File: src/tupcg_pkg.sv
package tupcg_pkg;
	localparam int unsigned ADDR_W = 20;
	localparam int unsigned CNT_W  = 15;
	localparam int unsigned NUM_CH = 8;

	// register offsets
	localparam logic [19:0] PERIPHERAL_CLOCK_GATE_OFS  = 20'hf00f0;
	localparam logic [19:0] TIMER_PRESCALER_SELECT_OFS = 20'hf01b6;

	// reset values
	localparam logic [7:0]  PERIPHERAL_CLOCK_GATE_RST  = 8'h00;
	localparam logic [15:0] TIMER_PRESCALER_SELECT_RST = 16'h0000;

	// implemented bits; bits 3 and 1 of the gate register and
	// bits 15, 14, 11, 10 of the prescaler select read as zero
	localparam logic [7:0]  PERIPHERAL_CLOCK_GATE_MASK  = 8'hf5;
	localparam logic [15:0] TIMER_PRESCALER_SELECT_MASK = 16'h33ff;

	// field positions
	localparam int unsigned TIMER_UNIT_CLOCK_GATE_BIT = 0;
	localparam int unsigned CLK0_FIELD_LSB = 0;
	localparam int unsigned CLK1_FIELD_LSB = 4;
	localparam int unsigned CLK2_FIELD_LSB = 8;
	localparam int unsigned CLK3_FIELD_LSB = 12;

	// channel operation clock pick codes
	localparam logic [1:0] PICK_CLK0 = 2'h0;
	localparam logic [1:0] PICK_CLK2 = 2'h1;
	localparam logic [1:0] PICK_CLK1 = 2'h2;
	localparam logic [1:0] PICK_CLK3 = 2'h3;

	// divide exponents for the 2-bit selectors, indexed by code
	localparam logic [3:0] CLK2_EXP0 = 4'h1;
	localparam logic [3:0] CLK2_EXP1 = 4'h2;
	localparam logic [3:0] CLK2_EXP2 = 4'h4;
	localparam logic [3:0] CLK2_EXP3 = 4'h6;
	localparam logic [3:0] CLK3_EXP0 = 4'h8;
	localparam logic [3:0] CLK3_EXP1 = 4'ha;
	localparam logic [3:0] CLK3_EXP2 = 4'hc;
	localparam logic [3:0] CLK3_EXP3 = 4'he;

	// channels allowed to use shared clocks two and three
	localparam logic [7:0] WIDE_PICK_CHANNELS = 8'h0a;
endpackage

File: src/tupcg_top.sv
`timescale 1ns/1ps
// Overview of operation
// - gate low: clock stopped, unit reset, prescaler select writes ignored
// - gate high: clock supplied, registers read/write
// - gate low clears prescaler, blocks its writes
// - clocks zero/one from prescaler bits 3:0, 7:4
// - clocks two/three from bits 9:8, 13:12
// - two-bit codes map to fixed division sets
// - divided clocks are one-cycle pulses, except divide-by-1 on clocks zero/one, which stays high
// - system reset clears prescaler select to zero
// - channel pick codes select shared clocks
module tupcg_top
	import tupcg_pkg::*;
(
	input  wire logic              core_clk,                // system clock, 200 MHz
	input  wire logic              rst,                     // async reset, active high
	input  wire logic              reg_wr,                  // register write strobe
	input  wire logic [ADDR_W-1:0] reg_wr_addr,             // write address
	input  wire logic [15:0]       reg_wr_data,             // write data
	input  wire logic              reg_rd,                  // register read strobe
	input  wire logic [ADDR_W-1:0] reg_rd_addr,             // read address
	input  wire logic [2*NUM_CH-1:0] channel_clock_pick,    // per channel {high,low} pick
	output logic [15:0]            reg_rd_data,             // read data, one cycle after strobe
	output logic                   timer_unit_gate_flag,    // unit input clock supplied
	output logic                   timer_unit_reset,        // unit held in reset
	output logic                   shared_clock_zero,       // operation clock pulse 0
	output logic                   shared_clock_one,        // operation clock pulse 1
	output logic                   shared_clock_two,        // operation clock pulse 2
	output logic                   shared_clock_three,      // operation clock pulse 3
	output logic [NUM_CH-1:0]      channel_operation_clock  // selected pulse per channel
);

	logic [7:0]       peripheral_clock_gate;
	logic [15:0]      timer_prescaler_select;
	logic [CNT_W-1:0] prescale_count;
	logic [3:0]       shared_pulse;
	logic [7:0]       next_peripheral_clock_gate;
	logic [15:0]      next_timer_prescaler_select;
	logic [CNT_W-1:0] next_prescale_count;
	logic [3:0]       next_shared_pulse;
	logic [15:0]      next_reg_rd_data;
	logic             gate;
	logic             wr_gate_hit;
	logic             wr_sel_hit;
	logic             rd_gate_hit;
	logic             rd_sel_hit;

	// low k bits of the counter all ones marks the end of a 2^k interval
	function automatic logic interval_end(input logic [CNT_W-1:0] cnt,
		input logic [3:0] k);
		logic [CNT_W-1:0] m;
		m = CNT_W'((32'h1 << k) - 32'h1);
		return (cnt & m) == m;
	endfunction

	function automatic logic [3:0] clk2_exp(input logic [1:0] code);
		logic [3:0] e;
		e = CLK2_EXP0;
		unique case (code)
			2'h0: e = CLK2_EXP0;
			2'h1: e = CLK2_EXP1;
			2'h2: e = CLK2_EXP2;
			2'h3: e = CLK2_EXP3;
		endcase
		return e;
	endfunction

	function automatic logic [3:0] clk3_exp(input logic [1:0] code);
		logic [3:0] e;
		e = CLK3_EXP0;
		unique case (code)
			2'h0: e = CLK3_EXP0;
			2'h1: e = CLK3_EXP1;
			2'h2: e = CLK3_EXP2;
			2'h3: e = CLK3_EXP3;
		endcase
		return e;
	endfunction

	// full-address match; a partial decode would alias other peripherals
	function automatic logic addr_hit(input logic [ADDR_W-1:0] addr,
		input logic [ADDR_W-1:0] ofs);
		return addr == ofs;
	endfunction

	function automatic logic pick_pulse(input logic [1:0] pick,
		input logic [3:0] pulse,
		input logic       wide);
		logic p;
		p = 1'b0;
		unique case (pick)
			PICK_CLK0: p = pulse[0];
			PICK_CLK1: p = pulse[1];
			// clocks two and three only where wired
			PICK_CLK2: p = wide & pulse[2];
			PICK_CLK3: p = wide & pulse[3];
		endcase
		return p;
	endfunction

	// gate bit doubles as synchronous reset of the whole unit;
	// it is a register bit of this clock, so no synchroniser
	assign gate = peripheral_clock_gate[TIMER_UNIT_CLOCK_GATE_BIT];

	// decoded register strobes
	assign wr_gate_hit = reg_wr && addr_hit(reg_wr_addr, PERIPHERAL_CLOCK_GATE_OFS);
	assign wr_sel_hit  = reg_wr && addr_hit(reg_wr_addr, TIMER_PRESCALER_SELECT_OFS);
	assign rd_gate_hit = reg_rd && addr_hit(reg_rd_addr, PERIPHERAL_CLOCK_GATE_OFS);
	assign rd_sel_hit  = reg_rd && addr_hit(reg_rd_addr, TIMER_PRESCALER_SELECT_OFS);

	assign timer_unit_reset = ~gate;
	assign timer_unit_gate_flag = gate;

	// register file; writes to unmapped addresses fall through unchanged
	always_comb begin
		next_peripheral_clock_gate  = peripheral_clock_gate;
		next_timer_prescaler_select = timer_prescaler_select;
		next_reg_rd_data            = reg_rd_data;
		if (wr_gate_hit) begin
			// gate register itself is outside the unit, always writable;
			// bits 3 and 1 are not stored
			next_peripheral_clock_gate = reg_wr_data[7:0] & PERIPHERAL_CLOCK_GATE_MASK;
		end
		// cleared and write-locked while gated off
		if (!gate) begin
			next_timer_prescaler_select = TIMER_PRESCALER_SELECT_RST;
		end else if (wr_sel_hit) begin
			// whole word taken, unused bits dropped
			next_timer_prescaler_select = reg_wr_data & TIMER_PRESCALER_SELECT_MASK;
		end
		// read data holds until the next read strobe
		if (reg_rd) begin
			if (rd_gate_hit)
				next_reg_rd_data = {8'h00, peripheral_clock_gate};
			// zero while gated, also before the clear has landed
			else if (rd_sel_hit)
				next_reg_rd_data = gate ? timer_prescaler_select : 16'h0000;
			else
				next_reg_rd_data = 16'h0000;
		end
	end

	always_ff @(posedge core_clk or posedge rst) begin
		if (rst) begin
			peripheral_clock_gate  <= PERIPHERAL_CLOCK_GATE_RST;
			timer_prescaler_select <= TIMER_PRESCALER_SELECT_RST;
			reg_rd_data            <= 16'h0000;
		end else begin
			peripheral_clock_gate  <= next_peripheral_clock_gate;
			timer_prescaler_select <= next_timer_prescaler_select;
			reg_rd_data            <= next_reg_rd_data;
		end
	end

	// prescaler counter and pulse generation; 15 bits reach exponent 15.
	// limitation: a selector change mid-run can give one short interval,
	// since all pulses share the counter's phase
	always_comb begin
		// one counter, runs only while gated on
		next_prescale_count = gate ? prescale_count + CNT_W'(1) : '0;
		next_shared_pulse[0] = gate && interval_end(prescale_count,
			timer_prescaler_select[CLK0_FIELD_LSB +: 4]);
		next_shared_pulse[1] = gate && interval_end(prescale_count,
			timer_prescaler_select[CLK1_FIELD_LSB +: 4]);
		next_shared_pulse[2] = gate && interval_end(prescale_count,
			clk2_exp(timer_prescaler_select[CLK2_FIELD_LSB +: 2]));
		next_shared_pulse[3] = gate && interval_end(prescale_count,
			clk3_exp(timer_prescaler_select[CLK3_FIELD_LSB +: 2]));
	end

	always_ff @(posedge core_clk or posedge rst) begin
		if (rst) begin
			prescale_count <= '0;
			shared_pulse   <= 4'h0;
		end else begin
			prescale_count <= next_prescale_count;
			shared_pulse   <= next_shared_pulse;
		end
	end

	// registered pulses keep glitches off the channel muxes
	assign shared_clock_zero  = shared_pulse[0];
	assign shared_clock_one   = shared_pulse[1];
	assign shared_clock_two   = shared_pulse[2];
	assign shared_clock_three = shared_pulse[3];

	// per-channel operation clock; picks come from same-clock logic,
	// and the mux stays combinational since its inputs are all flops
	for (genvar ch = 0; ch < NUM_CH; ch++) begin : g_chan
		logic [1:0] pick;
		assign pick = channel_clock_pick[2*ch +: 2];
		assign channel_operation_clock[ch] = pick_pulse(pick, shared_pulse,
			WIDE_PICK_CHANNELS[ch]);
	end

endmodule

File: config.mk
export PLATFORM = sky130hd
export DESIGN_NAME = tupcg_top
export DESIGN_NICKNAME = d
export VERILOG_FILES = /design/src/tupcg_pkg.sv /design/src/tupcg_top.sv
export SDC_FILE = /design/constraint.sdc
export NUM_CORES = 1
export LEC_CHECK = 0
export ABC_AREA = 1
export BUFFER_PORTS_ARGS = -buffer_cell sky130_fd_sc_hd__buf_4
export CAP_MARGIN = 20
export CORE_AREA = 3 3 97 99
export CTS_BUF_LIST = sky130_fd_sc_hd__clkbuf_4 sky130_fd_sc_hd__clkbuf_8
export DETAILED_ROUTE_END_ITERATION = 6
export DIE_AREA = 0 0 100 102
export PLACE_DENSITY = 0.6
export SYNTH_ARGS = -nofsm -noshare
export SYNTH_HDL_FRONTEND = slang
export SYNTH_SLANG_ARGS = --single-unit
File: constraint.sdc
create_clock -name core_clk -period 2.1 [get_ports core_clk]
set_input_delay 0.105 -clock core_clk [delete_from_list [all_inputs] [get_ports core_clk]]
set_output_delay 0.105 -clock core_clk [all_outputs]
set_load 0.01 [all_outputs]
* Word-level counts from Yosys, hierarchy flattened *
Index checks and enable logic that the tools add are counted.

cells by class
  add/subtract/negate cells = 5
  eq/ne operators = 39
  shift operators = 4
  mux-type cells = 16
  bitwise operators = 5
  reduce and logical (&&, ||, !) cells = 24

operator list
  kind                                                    count
  == test 20 bit (second input constant)                  4
  2-to-1 mux 16 bit                                       5
  AND 15 bit                                              4
  == test 15 bit                                          4
  << shifter 1 x 4 -> 15 bit (first input constant)       4
  subtractor 15 x 1 -> 15 bit (second input constant)     4
  == test 2 bit (second input constant)                   20
  case mux 4 bit (4 select lines)                         2
  == test 2 x 1 -> 1 bit (second input constant)          10
  logical NOT 2 bit                                       10
  case mux 1 bit (3 select lines)                         6
  adder 15 x 1 -> 15 bit (second input constant)          1
  2-to-1 mux 15 bit                                       1
  OR reduction 2 bit                                      6
  logical AND 1 bit                                       8
  case mux 1 bit (4 select lines)                         2
  inequality test 2 x 1 -> 1 bit (second input constant)  1
  inverter 1 bit                                          1

storage, ports and cells
  flip-flop bits (word level) = 57
  input bits = 76
  output and inout port bits = 30
  logic and storage cells = 98

* Depth between registers and ports, before layout *
Gate-level depths: netlist of run 1.

  depth in word-level cells = 7
  mapped depth = 12
  depth with buffers taken out = 11

* Least setup slack after synthesis of run 1 *
OpenSTA, ideal clock, no wires.

  path kind = register to register
  start = reg timer_prescaler_select[5]
  end = reg shared_pulse[1]
  setup time = 71 ps
  data arrival time = 1,476 ps
  required time = 2,029 ps
  path slack = 552 ps
  stages on the path, launching flop included = 13
  path buffers = 1
  period minus slack after synthesis = 1,548 ps
  cells stage by stage = dfrtp_1 -> buf_2 -> inv_1 -> nand3_1 -> ha_1 -> inv_1 -> nand2_1 -> nand3_1 -> nor2_1 -> nand3_1 -> nor2_1 -> nand2_1 -> nor2_1

between the ends
  longest elaborated chain between the ends = 5

ends and longest elaborated chain
  what                           RTL line          RTL
  from (decl)                    tupcg_top.sv:34   logic [15:0] timer_prescaler_select;
  from (signal assigned)         tupcg_top.sv:150  timer_prescaler_select <= next_timer_prescaler_select;
  << shifter 1 x 4 -> 15 bit *   tupcg_top.sv:52   m = CNT_W'((32'h1 << k) - 32'h1);
  subtractor 15 x 1 -> 15 bit *  tupcg_top.sv:52
  AND 15 bit                     tupcg_top.sv:53   return (cnt & m) == m;
  == test 15 bit *               tupcg_top.sv:53
  logical AND 1 bit *            tupcg_top.sv:163  next_shared_pulse[1] = gate && interval_end(prescale_count,
  via next_shared_pulse[1]       tupcg_top.sv:40   logic [3:0] next_shared_pulse;
  to (signal assigned)           tupcg_top.sv:177  shared_pulse <= next_shared_pulse;
  to (decl)                      tupcg_top.sv:36   logic [3:0] shared_pulse;

The timed path passes the listed nets; every way through them passes the cells marked *.
A chain may end at the register's enable or synchronous reset.

* Worst setup path in the final report of run 1 *
  start = reg timer_prescaler_select[6]
  end = reg shared_pulse[1]

The elaborated chain is that of the path after synthesis.

==> results of run 1 <==
area by class of cell:
| class | count | area share |
|---|---|---|
| clock buffer | 6 | 0.0191 |
| clock inverter | 2 | 0.00868 |
| inverter | 65 | 0.0564 |
| multi-input combinational | 392 | 0.420 |
| sequential | 49 | 0.283 |
| tap | 108 | 0.0312 |
| timing repair buffer | 104 | 0.181 |
stage by stage:
stage                     power (uW)  worst slack (ps)  cells
after floorplan                 1030               552    526
after global placement          1160               402    717
after detailed placement        1160               364    717
after CTS                       1880               342    726
after global routing            1940               112    726
final                           1860               343    726
flip-flops by register name, summed over array words and instances (netlist names):
signal / cells
prescale_count: 15
shared_pulse: 4
reg_rd_data: 12
timer_prescaler_select: 12
peripheral_clock_gate: 6
critical path: stages (launching register included):
cell,delay (ps)
dfrtp_1,510
nor2_4,210
nand2_1,100
ha_1,290
inv_1,40
nand2_1,50
nand3_1,60
nor2_1,100
nand3_1,90
nor2_1,130
nand2_1,60
nor2_1,80
power by group through the flow:
stage	Clock [uW]	Sequential, uW	Combinational [uW]
2_1_floorplan	0	961	68.5
3_3_place_gp	0	961	196
3_5_place_dp	0	961	199
4_1_cts	739	943	201
5_1_grt	775	943	220
6_report	717	943	198
per-layer routing:
metal  routed length, um  GRT usage  share of wire  up-vias
met5                   0          0              0        -
met4                 208     0.0570          0.022        0
met3                 819     0.0348          0.086       16
met2                4280      0.318           0.45      121
met1                4180      0.246           0.44     1629
li1                    -          -              -     1848
Yosys cell counts, drive strengths merged:
cell type / n / area [um^2]
inv: 65 / 244
a211oi: 10 / 75.1
xor2: 1 / 8.76
o21ai: 15 / 75.1
nand4: 11 / 68.8
o21bai: 2 / 15.0
or2: 3 / 18.8
buf: 17 / 129
nor3: 14 / 96.4
nand3: 76 / 380
nand2: 157 / 597
nor2: 80 / 338
dfrtp: 49 / 1230
ha: 4 / 50.1
conb: 1 / 3.75
nand3b: 1 / 7.51
a31oi: 1 / 6.26
a21oi: 13 / 65.1
clkbuf: 3 / 21.3
repair_timing:
item                                    CTS  global route
endpoints found under the setup margin    0             0
hold buffers                              1             0
hold endpoints to repair                 49             0
gates resized for setup                   0             0
path summary, 6_finish.rpt:
check,end,slack (ps),cells past startpoint
max in group asynchronous,reg_rd_data[3]$_DFFE_PP0P_,1150,4
max,shared_pulse[1]$_DFF_PP0_,340,11
min in group asynchronous,shared_pulse[1]$_DFF_PP0_,520,4
max reg2reg,shared_pulse[1]$_DFF_PP0_,340,11
min,timer_prescaler_select[12]$_DFFE_PP0P_,30,3
min reg2reg,peripheral_clock_gate[5]$_DFFE_PP0P_,480,2
logic make-up after synthesis:
family	count (synthesis)
buffers and inverters	85
adders and majority gates	4
other	1
xor gates and xnor gates	1
AOI/OAI and AO/OA	41
DFF	49
and+or+nand+nor	342
==> impl_metrics.env, run 1 <==
export IMPL_status="complete, no violations"
export IMPL_gp_congestion=0.856
export IMPL_cts_tree="built"
export IMPL_antenna_found_initial=0
export IMPL_detail_route_wl_per_cell_um=13.1
export IMPL_final_util=0.501
export IMPL_register_area_um2=1230
export IMPL_synth_xor_area_frac=0.00256
export IMPL_comb_power_share=0.107
export IMPL_synth_simple_gate_area_frac=0.440
export IMPL_nNetsFinal=697
export IMPL_multiInputGateArea_um2=1820
export IMPL_clkSinkCount=49
export IMPL_fin_area_um2=4330
export IMPL_synth_area_um2=3430
export IMPL_ant_nets=0
export IMPL_maxCapViolCount=0
export IMPL_period_needed_ps=1760
export IMPL_vdd_ir_drop_worst_mv=0.284
export IMPL_track_usage=0.188
export IMPL_area_delta_synth_final_pct=26.3
export IMPL_die_y_um=102
export IMPL_die_x_um=100
export IMPL_max_freq_mhz=569
export IMPL_placed_area_um2=4200
export IMPL_drive_gt1_frac=0.217
export IMPL_post_cts_setup_buffers=0
export IMPL_synth_seq_area_share=0.358
export IMPL_core_um2=8640
export IMPL_ys_seq_elements=49
export IMPL_avgSynthCellArea_um2=6.55
export IMPL_skew_ps=7.22
export IMPL_cts_max_level=2
export IMPL_start_kind="flop"
export IMPL_synth_cell_types=30
export IMPL_dr_pass1_iters=4
export IMPL_tightest_slew_ps=643
export IMPL_via_per_inst=4.98
export IMPL_worst_setup_path_type="reg -> reg"
export IMPL_wl_mm=9.49
export IMPL_clock_path_buffers=2
export IMPL_synthMuxAreaShare=0
export IMPL_diodes=0
export IMPL_arrival_ps=2000
export IMPL_hp_start="reg_wr_data[12]"
export IMPL_cp_end_kind="flop"
export IMPL_dpl_hpwl_mm=7.36
export IMPL_drv_slew=0
export IMPL_rsz0062_at_grt="no"
export IMPL_drc=0
export IMPL_pwr_share_seq=0.508
export IMPL_io_pins=106
export IMPL_grt_pass1_wl_mm=15.5
export IMPL_swShare=0.224
export IMPL_cts_buffers=5
export IMPL_port_buffer_count=97
export IMPL_cellLeakagePower_uw=0.00230
export IMPL_cts_root_buf="clkbuf_8"
export IMPL_cp_data_required_time_ps=2340
export IMPL_grt_max_degree=50
export IMPL_setup_tns_ps=0
export IMPL_worstSkewPairLatency_ps=310
export IMPL_clk_pin_slew_ps=100
export IMPL_r2r_start="timer_prescaler_select[6]$_DFFE_PP0P_"
export IMPL_grt_overflow_total=0
export IMPL_start_util=0.397
export IMPL_synth_top_family_by_area="simple AND/OR/NAND/NOR gates"
export IMPL_synth_fa_ha_area_frac=0.0146
export IMPL_power_switching_uw=416
export IMPL_intPower_uw=1440
export IMPL_hold_ws_ps=33.5
export IMPL_p_clk_frac=0.386
export IMPL_setup_viol=0
export IMPL_yosys_warnings=0
export IMPL_cp_max_fo=9
export IMPL_hold_violations=0
export IMPL_hp_class="in -> reg"
export IMPL_die_area_um2=10200
export IMPL_dr_first_iter_drc_count=172
export IMPL_vias=3614
export IMPL_maxSlewHeadroom=0.571
export IMPL_fillers=894
export IMPL_synth_cells=523
export IMPL_synth_compound_area_frac=0.0690
export IMPL_period_share=0.837
export IMPL_power_density_nw_per_um2=429
export IMPL_setup_worst_path_start="timer_prescaler_select[6]$_DFFE_PP0P_"
export IMPL_grt_pass1_vias=3387
export IMPL_mostFrequentLayoutCells="nand2_1 (154), buf_4 (103), nand3_1 (76), nor2_1 (73), inv_1 (58)"
export IMPL_fp_row_count=34
export IMPL_layout_commonest_cell="nand2_1"
Power figures use the tool's default switching activity.
==> run 2: changes to the inputs <==
PLACE_DENSITY = 0.62   (was 0.6)
clock period = 1.45 ns   (was 2.1 ns; I/O delays follow)
==> run 2 against run 1 <==
  * The run now ends with setup timing left
  * Setup slack got worse by 480 ps
  * Core utilization rose by 5.6 points
  * Via count rose by 6.2%
  * Die area stayed put
  * Power grew 45%
  * Combinational power rose by 52%
  * Sequential cell count did not move
  * Maximum frequency grew 11%
  * Sequential power is 45% higher
  * Worst hold slack worse by 33 ps
  * Final cell count rose by 6.7%
  * Critical path depth stayed put
  * Critical path type unchanged
  * Largest power group unchanged
  * Highest routed layer unchanged
==> impl_metrics.env, run 2 (synthesis results as in run 1) <==
export IMPL_die_area_um2=10200
export IMPL_dr_first_iter_drc_count=175
export IMPL_hp_start="reg_wr_data[4]"
export IMPL_cts_buffers=5
export IMPL_antenna_found_initial=0
export IMPL_hp_class="in -> reg"
export IMPL_arrival_ps=1830
export IMPL_clock_path_buffers=2
export IMPL_reg_largest_list="prescale_count: 15 flops, reg_rd_data: 12 flops, timer_prescaler_select: 12 flops"
export IMPL_fp_row_count=34
export IMPL_mostFrequentLayoutCells="nand2_1 (146), buf_4 (146), nand3_1 (74), nor2_1 (71), inv_1 (54)"
export IMPL_cp_top_family="simple AND/OR/NAND/NOR gates"
export IMPL_final_util=0.557
export IMPL_drive_gt1_frac=0.304
export IMPL_cts_root_buf="clkbuf_8"
export IMPL_maxCapViolCount=0
export IMPL_start_util=0.397
export IMPL_violations="setup timing"
export IMPL_clk_pin_slew_ps=100
export IMPL_r2r_start="timer_prescaler_select[2]$_DFFE_PP0P_"
export IMPL_placed_area_um2=4440
export IMPL_cp_data_required_time_ps=1700
export IMPL_ant_nets=0
export IMPL_worst_setup_path_type="reg -> reg"
export IMPL_place_inst=748
export IMPL_cp_end_kind="flop"
export IMPL_diodes=0
export IMPL_pre_cts_slack_ps=-126
export IMPL_largest_register="prescale_count"
export IMPL_fin_area_um2=4810
export IMPL_period_share=1.09
export IMPL_vdd_ir_drop_worst_mv=0.423
export IMPL_detail_route_wl_per_cell_um=13.2
export IMPL_core_um2=8640
export IMPL_slowest_stage="dfrtp_1"
export IMPL_rsz0062_at_grt="yes"
export IMPL_die_x_um=100
export IMPL_grt_pass1_vias=3542
export IMPL_drv_slew=0
export IMPL_cts_max_level=2
export IMPL_grt_overflow_total=0
export IMPL_max_freq_mhz=631
export IMPL_area_delta_synth_final_pct=40.4
export IMPL_setup_worst_path_start="timer_prescaler_select[2]$_DFFE_PP0P_"
export IMPL_status="complete, but fails checks"
export IMPL_start_kind="flop"
export IMPL_grt_max_degree=50
export IMPL_hold_violations=0
export IMPL_grt_pass1_wl_mm=16.5
export IMPL_dr_pass1_iters=5
export IMPL_wl_mm=10.3
export IMPL_period_needed_ps=1580
export IMPL_critPathBufInv=1
export IMPL_power_density_nw_per_um2=559
export IMPL_cts_tree="built"
export IMPL_drc=0
export IMPL_largest_register_ffs=15
export IMPL_cp_max_fo=3
export IMPL_instances_no_fill=775
export IMPL_die_y_um=102
export IMPL_max_stage_delay_ps=420
export IMPL_worstSkewPairLatency_ps=310
export IMPL_worst_slack_ps=-134
export IMPL_clkSinkCount=49
export IMPL_hold_ws_ps=0.618
export IMPL_vias=3839
export IMPL_cellLeakagePower_uw=0.00258
export IMPL_via_per_inst=4.95
export IMPL_path_cells="nor2_4 -> nand3_2 -> ha_4 -> inv_2 -> nand2_1 -> nand3_1 -> nor2_1 -> nand3_1 -> nor2_2 -> nand2_1 -> nor2_1"
export IMPL_setup_viol=5
export IMPL_dpl_hpwl_mm=7.93
export IMPL_port_buffer_count=97
export IMPL_skew_ps=9.96
export IMPL_nNetsFinal=746
export IMPL_track_usage=0.199
export IMPL_io_pins=106
export IMPL_gp_congestion=0.908
-- run 2: power breakdown --
group / internal, uW / switching [uW] / total [uW]
Combinational: 172 / 129 / 301
Clock: 518 / 505 / 1020
Sequential: 1370 / 0.00556 / 1370
Total: 2060 / 634 / 2690
-- run 2: what timing repair did --
item	4_1_cts	5_1_grt
gates resized for setup	6	25
setup buffers	6	8
setup endpoints to repair	5	16
endpoints found under the hold margin	53	0
pin swaps	5	9
gates cloned	0	0
hold buffers	5	0
-- run 2: path summary, 6_finish.rpt --
| check | end | slack [ps] | cells after the start |
|---|---|---|---|
| min in group asynchronous | reg_rd_data[1]$_DFFE_PP0P_ | 350 | 4 |
| min reg2reg | reg_rd_data[8]$_DFFE_PP0P_ | 490 | 2 |
| max in group asynchronous | prescale_count[3]$_DFF_PP0_ | 840 | 4 |
| min | peripheral_clock_gate[4]$_DFFE_PP0P_ | 0.6 | 3 |
| max | shared_pulse[0]$_DFF_PP0_ | -130 | 11 |
| max reg2reg | shared_pulse[0]$_DFF_PP0_ | -130 | 11 |
-- run 2: tightest hold or removal path, stage by stage --
cell     delay (ps)
buf_4            80
nand3_1          60
nand2_1          60
-- run 2: cell type report --
cell class	instances	area (um^2)
Clock buffer	5	68.8
Clock inverter	3	43.8
Fill cell	865	3830
Inverter	65	244
Multi-Input combinational cell	392	1910
Sequential cell	49	1230
Tap cell	108	135
Timing Repair Buffer	153	1180
-- run 2: stage by stage --
stage	setup TNS, ps	power [uW]
floorplan	-151	1490
global placement	-177	1680
detailed placement	-342	1690
CTS	-340	2710
global route	-998	2800
finish	-340	2690
-- run 2: layer usage --
metal | GRT usage | share of wire | vias to the layer above | wire, um
met5 | 0 | 0 | - | 0
met4 | 0.0446 | 0.017 | 0 | 172
met3 | 0.0246 | 0.068 | 18 | 699
met2 | 0.358 | 0.48 | 124 | 4960
met1 | 0.256 | 0.43 | 1745 | 4420
li1 | - | - | 1952 | -
